`src/rtl/rdw_defs.vh`:
```
`ifndef RDW_DEFS_VH
`define RDW_DEFS_VH
// register offsets (byte addresses on the plain port)
`define RDW_ADDR_W 8
`define RDW_OFF_SUBSYS 8'h2c
`define RDW_OFF_GNTLAT 8'h3e
`define RDW_OFF_MFR 8'h8c
`define RDW_OFF_PMCSR 8'ha4
`define RDW_OFF_MISC 8'hf0
`define RDW_OFF_ENH 8'hf4
`define RDW_OFF_SOCKST 8'h10
`define RDW_OFF_CTRL 8'hc0
`define RDW_OFF_STAT 8'hc4
`define RDW_OFF_ORD 8'hc8
// pmcsr fields
`define RDW_PM_STAT 15
`define RDW_PM_EN 8
// socket status wake context mask (bits 6,5,4,2,1,0)
`define RDW_SOCK_CTX 32'h0000_0077
// control register fields
`define RDW_C_RING_WAKE_ENABLE 0
`define RDW_C_RING_ROUTE_SELECT 1
`define RDW_C_RING_OUTPUT_ENABLE 2
`define RDW_C_CB 3
`define RDW_C_STS_EN 4
`define RDW_C_INTERROG 5
`define RDW_C_SER_EN 6
// defaults
`define RDW_DEF_ZERO 32'h0000_0000
`define RDW_DEF_GNTLAT 32'h0000_0000
// voltage sense toggle divider
`define RDW_VS_DIV 16'h0063
`endif

```
`src/rtl/rdw_sts_pin.v`:
```
`timescale 1ns/1ns
module rdw_sts_pin (
	// clock and reset
	input wire clk,
	input wire rst,
	// request
	input wire assert_req,
	// pin
	output reg pin_o,
	output reg pin_oe
);
reg was_on;
always @(posedge clk) begin
	if (rst) begin
		pin_o <= 1'b1;
		pin_oe <= 1'b0;
		was_on <= 1'b0;
	end else if (assert_req) begin
		pin_o <= 1'b0;
		pin_oe <= 1'b1;
		was_on <= 1'b1;
	end else if (was_on) begin
		// one cycle driven high so the bus line is not left floating low
		pin_o <= 1'b1;
		pin_oe <= 1'b1;
		was_on <= 1'b0;
	end else begin
		pin_o <= 1'b1;
		pin_oe <= 1'b0;
	end
end
endmodule

```
`src/rtl/rdw_sync2.v`:
```
`timescale 1ns/1ns
module rdw_sync2 #(
	parameter W = 1
) (
	// clock
	input wire clk,
	// data
	input wire [W-1:0] d,
	output reg [W-1:0] q
);
reg [W-1:0] meta;
always @(posedge clk) begin
	meta <= d;
	q <= meta;
end
endmodule

```
`src/rtl/rdw_top.v`:
```
// Function
// - global-only bits clear only on global reset
// - wake context kept on bus reset if enabled
// - sleep input gates both resets
// - link registers cleared by global reset only
// - multifunction routing register fully global-only
// - power control bits 15, 8 are wake context
// - socket status bits 6,5,4,2,1,0 are context
// - wake status latches on each rising edge of the selected card event
// - ring route zero drives raw event both pins
// - otherwise wake enable drives latched event
// - route one: pin7 raw, wake pin latched
// - 16-bit ring needs ring wake enable
// - sustained signal driven high before release
// - voltage sense low except reset, interrogation
// - sleep stops serial interrupt stream
//
// Decided for this implementation: strobed register access and the register addresses.
`timescale 1ns/1ns
`include "rdw_defs.vh"
module rdw_top (
	// clock and reset
	input wire SYS_CLK,
	input wire SYS_RST,
	// reset and sleep pins
	input wire GLOBAL_RESET_N,
	input wire BUS_RESET_N,
	input wire SLEEP_GATE_N,
	// card events
	input wire CARD_STATUS_CHANGE,
	input wire RING_INDICATE,
	// register port
	input wire [`RDW_ADDR_W-1:0] ADDR,
	input wire [31:0] WDATA,
	input wire WR,
	input wire RD,
	output reg [31:0] RDATA,
	// wake pins (open drain, enable high drives low)
	output reg WAKE_OUT_PIN_O,
	output reg WAKE_OUT_PIN_OE,
	output reg MULTI_FUNCTION_PIN7_O,
	output reg MULTI_FUNCTION_PIN7_OE,
	// sustained tristate line
	input wire STS_REQ,
	output reg SUSTAINED_TRISTATE_O,
	output reg SUSTAINED_TRISTATE_OE,
	// voltage sense
	output reg [1:0] VOLTAGE_SENSE_PINS_O,
	output reg [1:0] VOLTAGE_SENSE_PINS_OE,
	// serial interrupt stream
	input wire IRQ_REQ,
	output reg SERIAL_INTERRUPT_STREAM_O
);
////////////////////////////////////////////////////////////////
// pin synchronisers
wire [4:0] sync_q;
rdw_sync2 #(.W(5)) u_sync (
	.clk(SYS_CLK),
	.d({GLOBAL_RESET_N, BUS_RESET_N, SLEEP_GATE_N,
		CARD_STATUS_CHANGE, RING_INDICATE}),
	.q(sync_q)
);
wire g_n = sync_q[4];
wire b_n = sync_q[3];
wire sleep_n = sync_q[2];
wire csc = sync_q[1];
wire ri = sync_q[0];
// sleep blocks both resets while asserted
wire g_rst = ~g_n & sleep_n;
wire b_rst = ~b_n & sleep_n;
////////////////////////////////////////////////////////////////
// reset classes
// global-only: cleared by core reset or an ungated global reset
// wake context: kept across bus reset while wake is enabled
// ordinary: cleared by any ungated reset
reg [31:0] subsys; // global-only
reg [31:0] gntlat;
reg [31:0] mfr;
reg [31:0] misc;
reg [31:0] enh;
reg [31:0] ctrl;
reg [31:0] ord;
reg pm_stat;
reg pm_en;
reg [31:0] sockst;
wire wake_en = pm_en;
// class clear terms
wire clr_glob = SYS_RST | g_rst;
wire clr_ctx = clr_glob | (b_rst & ~wake_en);
wire clr_ord = clr_glob | b_rst;
wire ring_wake_enable = ctrl[`RDW_C_RING_WAKE_ENABLE];
wire ring_route_select = ctrl[`RDW_C_RING_ROUTE_SELECT];
wire ring_output_enable = ctrl[`RDW_C_RING_OUTPUT_ENABLE];
wire cb_card = ctrl[`RDW_C_CB];
// event source: cardbus status change, or ring gated by ring enable
wire ev_raw = cb_card ? csc : (ri & ring_wake_enable);
wire ev_any = cb_card ? csc : ri;
reg ev_d;
wire ev_rise = ev_any & ~ev_d;
function wsel;
	input [31:0] a;
	input [`RDW_ADDR_W-1:0] off;
	begin
		wsel = WR & (ADDR == off);
	end
endfunction
function [31:0] merge;
	input [31:0] old;
	input [31:0] nw;
	input [31:0] m;
	begin
		merge = (old & ~m) | (nw & m);
	end
endfunction
////////////////////////////////////////////////////////////////
// global-only registers
always @(posedge SYS_CLK) begin
	if (clr_glob) begin
		subsys <= `RDW_DEF_ZERO;
		gntlat <= `RDW_DEF_GNTLAT;
		mfr <= `RDW_DEF_ZERO;
		misc <= `RDW_DEF_ZERO;
		enh <= `RDW_DEF_ZERO;
	end else begin
		if (wsel(0, `RDW_OFF_SUBSYS))
			subsys <= WDATA;
		if (wsel(0, `RDW_OFF_GNTLAT))
			gntlat <= WDATA;
		if (wsel(0, `RDW_OFF_MFR))
			mfr <= WDATA;
		if (wsel(0, `RDW_OFF_MISC))
			misc <= WDATA;
		if (wsel(0, `RDW_OFF_ENH))
			enh <= WDATA;
	end
end
////////////////////////////////////////////////////////////////
// wake context bits
always @(posedge SYS_CLK) begin
	if (clr_ctx) begin
		pm_en <= 1'b0;
		pm_stat <= 1'b0;
		sockst <= `RDW_DEF_ZERO;
		ev_d <= 1'b0;
	end else begin
		ev_d <= ev_any;
		if (wsel(0, `RDW_OFF_PMCSR))
			pm_en <= WDATA[`RDW_PM_EN];
		// status set wins over write-one clear
		if (ev_rise)
			pm_stat <= 1'b1;
		else if (wsel(0, `RDW_OFF_PMCSR) & WDATA[`RDW_PM_STAT])
			pm_stat <= 1'b0;
		// only the context bits are writable, the rest read zero
		if (wsel(0, `RDW_OFF_SOCKST))
			sockst <= merge(sockst, WDATA, `RDW_SOCK_CTX);
	end
end
////////////////////////////////////////////////////////////////
// ordinary registers
always @(posedge SYS_CLK) begin
	if (clr_ord) begin
		ctrl <= `RDW_DEF_ZERO;
		ord <= `RDW_DEF_ZERO;
	end else begin
		if (wsel(0, `RDW_OFF_CTRL))
			ctrl <= WDATA;
		if (wsel(0, `RDW_OFF_ORD))
			ord <= WDATA;
	end
end
////////////////////////////////////////////////////////////////
// read port, data one cycle after strobe
// unmapped addresses read zero; idle cycles read zero too
always @(posedge SYS_CLK) begin
	if (SYS_RST) begin
		RDATA <= `RDW_DEF_ZERO;
	end else if (RD) begin
		case (ADDR)
		`RDW_OFF_SUBSYS: RDATA <= subsys;
		`RDW_OFF_GNTLAT: RDATA <= gntlat;
		`RDW_OFF_MFR: RDATA <= mfr;
		`RDW_OFF_MISC: RDATA <= misc;
		`RDW_OFF_ENH: RDATA <= enh;
		`RDW_OFF_PMCSR: begin
			RDATA <= `RDW_DEF_ZERO;
			RDATA[`RDW_PM_STAT] <= pm_stat;
			RDATA[`RDW_PM_EN] <= pm_en;
		end
		`RDW_OFF_SOCKST: RDATA <= sockst & `RDW_SOCK_CTX;
		`RDW_OFF_CTRL: RDATA <= ctrl;
		`RDW_OFF_STAT: RDATA <= {27'h0, ~sleep_n, b_rst, g_rst,
			ev_any, pm_stat};
		`RDW_OFF_ORD: RDATA <= ord;
		default: RDATA <= `RDW_DEF_ZERO;
		endcase
	end else begin
		RDATA <= `RDW_DEF_ZERO;
	end
end
////////////////////////////////////////////////////////////////
// routing mode decode
wire mode_raw = ring_wake_enable & ring_output_enable & ~ring_route_select;
wire mode_split = ring_wake_enable & ring_output_enable & ring_route_select;
// a 16-bit card without ring enable never reaches a pin
wire src_ok = cb_card | ring_wake_enable;
// raw routing owns the wake pin, so the latch is kept off it
wire latch_ok = ~(ring_output_enable & ~ring_route_select) & src_ok;
wire latched_ev = wake_en & pm_stat & latch_ok;
////////////////////////////////////////////////////////////////
// wake routing; active-low pins so drive low to signal
reg next_wake;
reg next_mf7;
always @* begin
	next_wake = 1'b0;
	next_mf7 = 1'b0;
	if (mode_raw) begin
		// unlatched event, wake enable has no say here
		next_wake = ev_raw;
		next_mf7 = ev_raw;
	end else if (mode_split) begin
		next_wake = latched_ev;
		next_mf7 = ev_raw;
	end else begin
		next_wake = latched_ev;
		next_mf7 = 1'b0;
	end
end
always @(posedge SYS_CLK) begin
	if (SYS_RST) begin
		WAKE_OUT_PIN_O <= 1'b0;
		WAKE_OUT_PIN_OE <= 1'b0;
		MULTI_FUNCTION_PIN7_O <= 1'b0;
		MULTI_FUNCTION_PIN7_OE <= 1'b0;
	end else begin
		WAKE_OUT_PIN_O <= 1'b0;
		WAKE_OUT_PIN_OE <= next_wake;
		MULTI_FUNCTION_PIN7_O <= 1'b0;
		MULTI_FUNCTION_PIN7_OE <= next_mf7;
	end
end
////////////////////////////////////////////////////////////////
// sustained tristate line
// a held request keeps the line low; needs the enable bit
wire sts_o, sts_oe;
rdw_sts_pin u_sts (
	.clk(SYS_CLK),
	.rst(SYS_RST),
	.assert_req(STS_REQ & ctrl[`RDW_C_STS_EN]),
	.pin_o(sts_o),
	.pin_oe(sts_oe)
);
always @(posedge SYS_CLK) begin
	if (SYS_RST) begin
		SUSTAINED_TRISTATE_O <= 1'b1;
		SUSTAINED_TRISTATE_OE <= 1'b0;
	end else begin
		SUSTAINED_TRISTATE_O <= sts_o;
		SUSTAINED_TRISTATE_OE <= sts_oe;
	end
end
////////////////////////////////////////////////////////////////
// voltage sense: slow toggle enable during interrogation
reg [15:0] vs_cnt;
reg vs_tog;
wire interrog = ctrl[`RDW_C_INTERROG];
wire in_reset = SYS_RST | g_rst | b_rst;
always @(posedge SYS_CLK) begin
	if (SYS_RST) begin
		vs_cnt <= 16'h0000;
		vs_tog <= 1'b0;
		VOLTAGE_SENSE_PINS_O <= 2'b00;
		VOLTAGE_SENSE_PINS_OE <= 2'b00;
	end else begin
		if (!interrog || vs_cnt == `RDW_VS_DIV)
			vs_cnt <= 16'h0000;
		else
			vs_cnt <= vs_cnt + 16'h0001;
		if (!interrog)
			vs_tog <= 1'b0;
		else if (vs_cnt == `RDW_VS_DIV)
			vs_tog <= ~vs_tog;
		if (in_reset) begin
			VOLTAGE_SENSE_PINS_O <= 2'b00;
			VOLTAGE_SENSE_PINS_OE <= 2'b00;
		end else begin
			VOLTAGE_SENSE_PINS_O <= {2{interrog & vs_tog}};
			VOLTAGE_SENSE_PINS_OE <= 2'b11;
		end
	end
end
////////////////////////////////////////////////////////////////
// serial interrupt stream; halted while sleep asserted
// idles high so a sleeping device never claims a slot
always @(posedge SYS_CLK) begin
	if (SYS_RST)
		SERIAL_INTERRUPT_STREAM_O <= 1'b1;
	else if (!sleep_n || !ctrl[`RDW_C_SER_EN])
		SERIAL_INTERRUPT_STREAM_O <= 1'b1;
	else
		SERIAL_INTERRUPT_STREAM_O <= ~IRQ_REQ;
end
endmodule

```
`config.mk`:
```
export PLATFORM = sky130hd
export DESIGN_NAME = rdw_top
export DESIGN_NICKNAME = d
export VERILOG_FILES = /design/src/rtl/rdw_sts_pin.v /design/src/rtl/rdw_sync2.v /design/src/rtl/rdw_top.v
export VERILOG_INCLUDE_DIRS = /design/src /design/src/rtl
export SDC_FILE = /design/constraint.sdc
export NUM_CORES = 1
export LEC_CHECK = 0
export ABC_AREA = 1
export BUFFER_PORTS_ARGS = -buffer_cell sky130_fd_sc_hd__clkbuf_2
export CORE_MARGIN = 5
export CORE_UTILIZATION = 45
export DETAILED_ROUTE_END_ITERATION = 10
export SLEW_MARGIN = 10
export SYNTH_ARGS = -nofsm -noshare
export SYNTH_HDL_FRONTEND = slang
export SYNTH_SLANG_ARGS = --single-unit
```
`constraint.sdc`:
```
create_clock -name SYS_CLK -period 2.6 [get_ports SYS_CLK]
set_input_delay 0.52 -clock SYS_CLK [delete_from_list [all_inputs] [get_ports SYS_CLK]]
set_output_delay 0.52 -clock SYS_CLK [all_outputs]
set_load 0.01 [all_outputs]
```
# [Yosys cells after proc, flatten, opt, wreduce, memory -nomap -nowiden]
# Index checks and enable logic that the tools add are counted.
[totals] regBits=329 inputBits=51 out_inout_bits=43 word_cells=102
[op_classes] n_addsub=1 eq_ne=11 mux=13 n_bitwise=40 reduce_logical=11
[ops] operator="$pmux 32 s10" count=1
[ops] operator="$eq 8x8->1 const B" count=7
[ops] operator="$or 32x7->32" count=1
[ops] operator="$and 1x1->1" count=24
[ops] operator="$add 16x1->16 const B" count=1
[ops] operator="$eq 16x7->1 const B" count=1
[ops] operator="$eq 8x6->1 const B" count=2
[ops] operator="$mux 1" count=11
[ops] operator="$not 1->1" count=11
[ops] operator="$reduce_or 2->1" count=5
[ops] operator="$eq 8x5->1 const B" count=1
[ops] operator="$or 1x1->1" count=4
[ops] operator="$logic_not 1->1" count=3
[ops] operator="$logic_or 1x1->1" count=2
[ops] operator="$mux 2" count=1
[ops] operator="$reduce_bool 2->1" count=1

# [Depth between registers and ports, before layout]
[depth] word_depth=6 mapped_depth=11 depth_no_buf=9

# [Cells and area by module]
# From an unflattened synthesis, not the netlist that was laid out.
[unflattened] hier_cells=1667 area_unflattened_um2=12425.7
[modules_own_cells] module="rdw_top" n_inst=1 cells_each=1649 area_per_inst_um2=12141.6 seq_area_each_um2=5785.5
[modules_own_cells] module="rdw_sync2" n_inst=1 cells_each=10 area_per_inst_um2=200.2 seq_area_each_um2=200.2
[modules_own_cells] module="rdw_sts_pin" n_inst=1 cells_each=8 area_per_inst_um2=83.8 seq_area_each_um2=60.1

# [Least setup slack after synthesis]
# Ideal clock, no wire load.
[synth_path] kind="input to register" startpoint="input port ADDR[0]" endpoint="register subsys[23]" setup_time_ns=0.119 arrival_time_ns=1.501 slack_ns=0.979 cell_stages=9 n_path_buf=1 cell_sequence="inv_2 -> nand2_4 -> nor2_1 -> nand2_2 -> inv_2 -> nand2_2 -> buf_2 -> o21ai_0 -> a21oi_1"
[synth_via] elab_chain_cells=2
[synth_lines] element="start, declared" line_no="rdw_top.v:33" source="input wire [`RDW_ADDR_W-1:0] ADDR,"
[synth_lines] element="$eq 8x6->1" line_no="rdw_top.v:104" source="wsel = WR & (ADDR == off);"
[synth_lines] element="$and 1x1->1" line_no="rdw_top.v:104"
[synth_lines] element="end signal, assigned" line_no="rdw_top.v:119" source="subsys <= `RDW_DEF_ZERO;"
[synth_lines] element="end, declared" line_no="rdw_top.v:76" source="reg [31:0] subsys;"
# Every way passes these cells.
# A chain may end at the register's enable or synchronous reset.

# [Final worst setup path]
[layout_path] startpoint="register u_sync.q[2]" endpoint="register ord[12]"
[layout_via] elab_chain_cells=3 word_cells_on_any_way=4
[layout_lines] element="start, declared" line_no="rdw_sync2.v:9" source="output reg [W-1:0] q"
[layout_lines] element="start signal, assigned" line_no="rdw_sync2.v:14" source="q <= meta;"
[layout_lines] element="$and 1x1->1" line_no="rdw_top.v:69" source="wire g_rst = ~g_n & sleep_n;"
[layout_lines] element="$or 1x1->1" line_no="rdw_top.v:88" source="wire clr_glob = SYS_RST | g_rst;"
[layout_lines] element="$or 1x1->1 (*)" line_no="rdw_top.v:90" source="wire clr_ord = clr_glob | b_rst;"
[layout_lines] element="end signal, assigned" line_no="rdw_top.v:164" source="ord <= `RDW_DEF_ZERO;"
[layout_lines] element="end, declared" line_no="rdw_top.v:82" source="reg [31:0] ord;"
# Mark *: on every way between the ends. The rest lies on a longest branch, timed or not.

==> reports/metrics.cfg <==
[setup_path]
worst-endpoint-required_ps=2980
path_class=flop to flop
crit_arrival_ps=2280
end_kind=flop
cp-start-kind=flop
crit_fanout=19

[yosys]
yosys.area.top_type=dfxtp_1
synth_common_cells=302 x dfxtp_1, 270 x a21oi_1, 203 x o21ai_0, 194 x nand2_1, 188 x nand3_1
synth_top_area_share_pct=48.3
synth_most_common_cell=dfxtp_1
syn_area_per_cell_sq_um=7.48
ys_seq_elements=302
async_flop_share_pct=0
yosysWarnings=0
synth.distinct_cells=33
synth_area_leaders=dfxtp_1 48%, a21oi_1 11%, o21ai_0 8.1%
ys.flop_type=dfxtp_1
syn_inst=1673
synth-edff-count=0
yosysSeqAreaShare_pct=48.3
synth_area_sq_um=12500

[sta]
fin_worst_skew_ps=14.2
layout_setup_ws_ps=707
finalCriticalPeriod_ps=1890
fin_crit_sh_pct=72.8
hold_viol=0
drv_slew=0
fmax_mhz=528
relSlewSlack_pct=42.9
tightest_slew_ps=855
setup_viol=0
setup_tns_ps=0
rsz0062_at_grt=no

[clocking]
cts_buffer_depth=3
clkTransAtPathRegs_ps=60
insertion_delay_ps=510
cts_buffers=34
cts_setup_buffers=0
cts_tree=built
cts-hold-fix-buffers=0
clock-sinks=302
htree_levels=2
cts_resized=0
clockRootBuffer=clkbuf_16

[floorplan]
die_w_microns=177
initial_core_util_pct=45.3
ioPinCount=94
die_y_microns=177
num_rows=61
core_sq_um=27600
die_area_sq_um=31300

[drt]
drc_errors=0
first_pass_iters=5
via_count=11234
drtIter0Drc=840
drt-wirelength-per-cell_microns=17.6
viasPerCell=5.27
drtAntennaViolNets=0
drt_wl_total_mm=37.6

[power]
vdd_drop_max_mv=0.531
power_density_nw_per_um2=695
p_total_w=0.00999
leakagePower_nw=5.07

[finish]
post_route_cells_drive_above_1_share_pct=13.3
fillCellCount=2730
diodes=0
multi_input_area_sq_um=5150
fin_nets=1784
areaGrowthSynthToFinish_pct=14.8
regArea_sq_um=6050

[outcome]
status=finished, final reports clean

[placed_design]
place_ws_ps=279
hpwl_mm=23.5
gp_congestion=0.824
port_buffers=91

[global_route]
grt_max_degree=76
grt_pass1_vias=10479
grt_pass1_wl_mm=59.5
grt_antenna_before_repair=0
grt-ovfl-total=0
grt_usage_pct=23.8

[worst_hold_path]
hold_path_class=input port to flop

[flow_run]
drv_cap=0

## cells in the final DEF (no fill, tap or decap), types with 8 or more instances in the layout
master     count
nand2_2       10
inv_1        182
inv_2         13
nor3_1         8
nand3_1      188
buf_4         38
nand4_1       11
clkbuf_2      90
a21oi_1      270
clkbuf_8       9
nand2_1      194
o21ai_1       22
clkbuf_16     37
dfxtp_1      302
o21ai_0      203
nor2_1       125
## state kept, by name, summed over array words and instances (netlist names), 5 cells and up
name / cells
mfr: 32
u_sync.meta: 5
RDATA: 32
misc: 32
enh: 32
ctrl: 32
sockst: 6
subsys: 32
u_sync.q: 5
vs_cnt: 16
gntlat: 32
ord: 32
## logic make-up (layout without fill, tap and decap cells)
kind of cell / Yosys count / in the layout / share of synthesized area, %
fa+ha+maj: 1 / 1 / 0.0999
simple gates: 561 / 561 / 20.7
other cells: 1 / 2 / 0.0300
buf+inv: 306 / 387 / 10.6
flops: 302 / 302 / 48.3
xor+xnor: 4 / 4 / 0.280
compound gates: 498 / 498 / 20.0
## per-layer routing
metal	track usage (%)	wire length, microns	vias to the layer above
li1	-	-	5604
met1	32.5	16800	5236
met2	39.6	17700	330
met3	3.35	2210	64
met4	6.54	928	0
met5	0	0	-
## final cells by class
| class | count | share of cell area (%) |
|---|---|---|
| clock buffer | 53 | 7.49 |
| clock inverter | 6 | 0.557 |
| inverter | 196 | 5.14 |
| multi-input combinational | 1066 | 35.9 |
| sequential | 302 | 42.1 |
| tap | 378 | 3.29 |
| timing repair buffer | 132 | 5.57 |
## where the power goes
part           total (W)  switching [W]  internal [W]
sequential       0.00465     0.00000650       0.00464
clock            0.00492        0.00189       0.00303
combinational   0.000419       0.000317      0.000103
total            0.00999        0.00221       0.00778
## stage by stage
step,hold slack (ps),std cells,instance area (sq um),util [%]
global route,98.0,2133,14400,52.0
global placement,312,2074,13200,47.8
detailed placement,312,2074,13200,47.8
CTS,99.3,2133,14400,52.0
floorplan,310,1674,12500,-
finish,109,2133,14400,52.0
## path summary, 6_finish.rpt
| path | startpoint | end | slack (ps) | depth (start not counted) |
|---|---|---|---|---|
| worst min register to register | u_sync.meta[0]$_DFF_P_ | u_sync.q[0]$_DFF_P_ | 320 | 0 |
| worst min-delay path | GLOBAL_RESET_N | u_sync.meta[4]$_DFF_P_ | 110 | 1 |
| worst max register to register | u_sync.q[2]$_DFF_P_ | ord[12]$_SDFFE_PN0P_ | 710 | 6 |
| worst max-delay path | u_sync.q[2]$_DFF_P_ | ord[12]$_SDFFE_PN0P_ | 710 | 6 |
## worst max-delay path, stage by stage (launching register included)
cell and delay (ps):
dfxtp_1 350, inv_1 110, o21ai_4 520, nor2_2 290
inv_1 130, buf_4 270, a21oi_1 70
No activity file was read; power rests on OpenSTA's default activity.
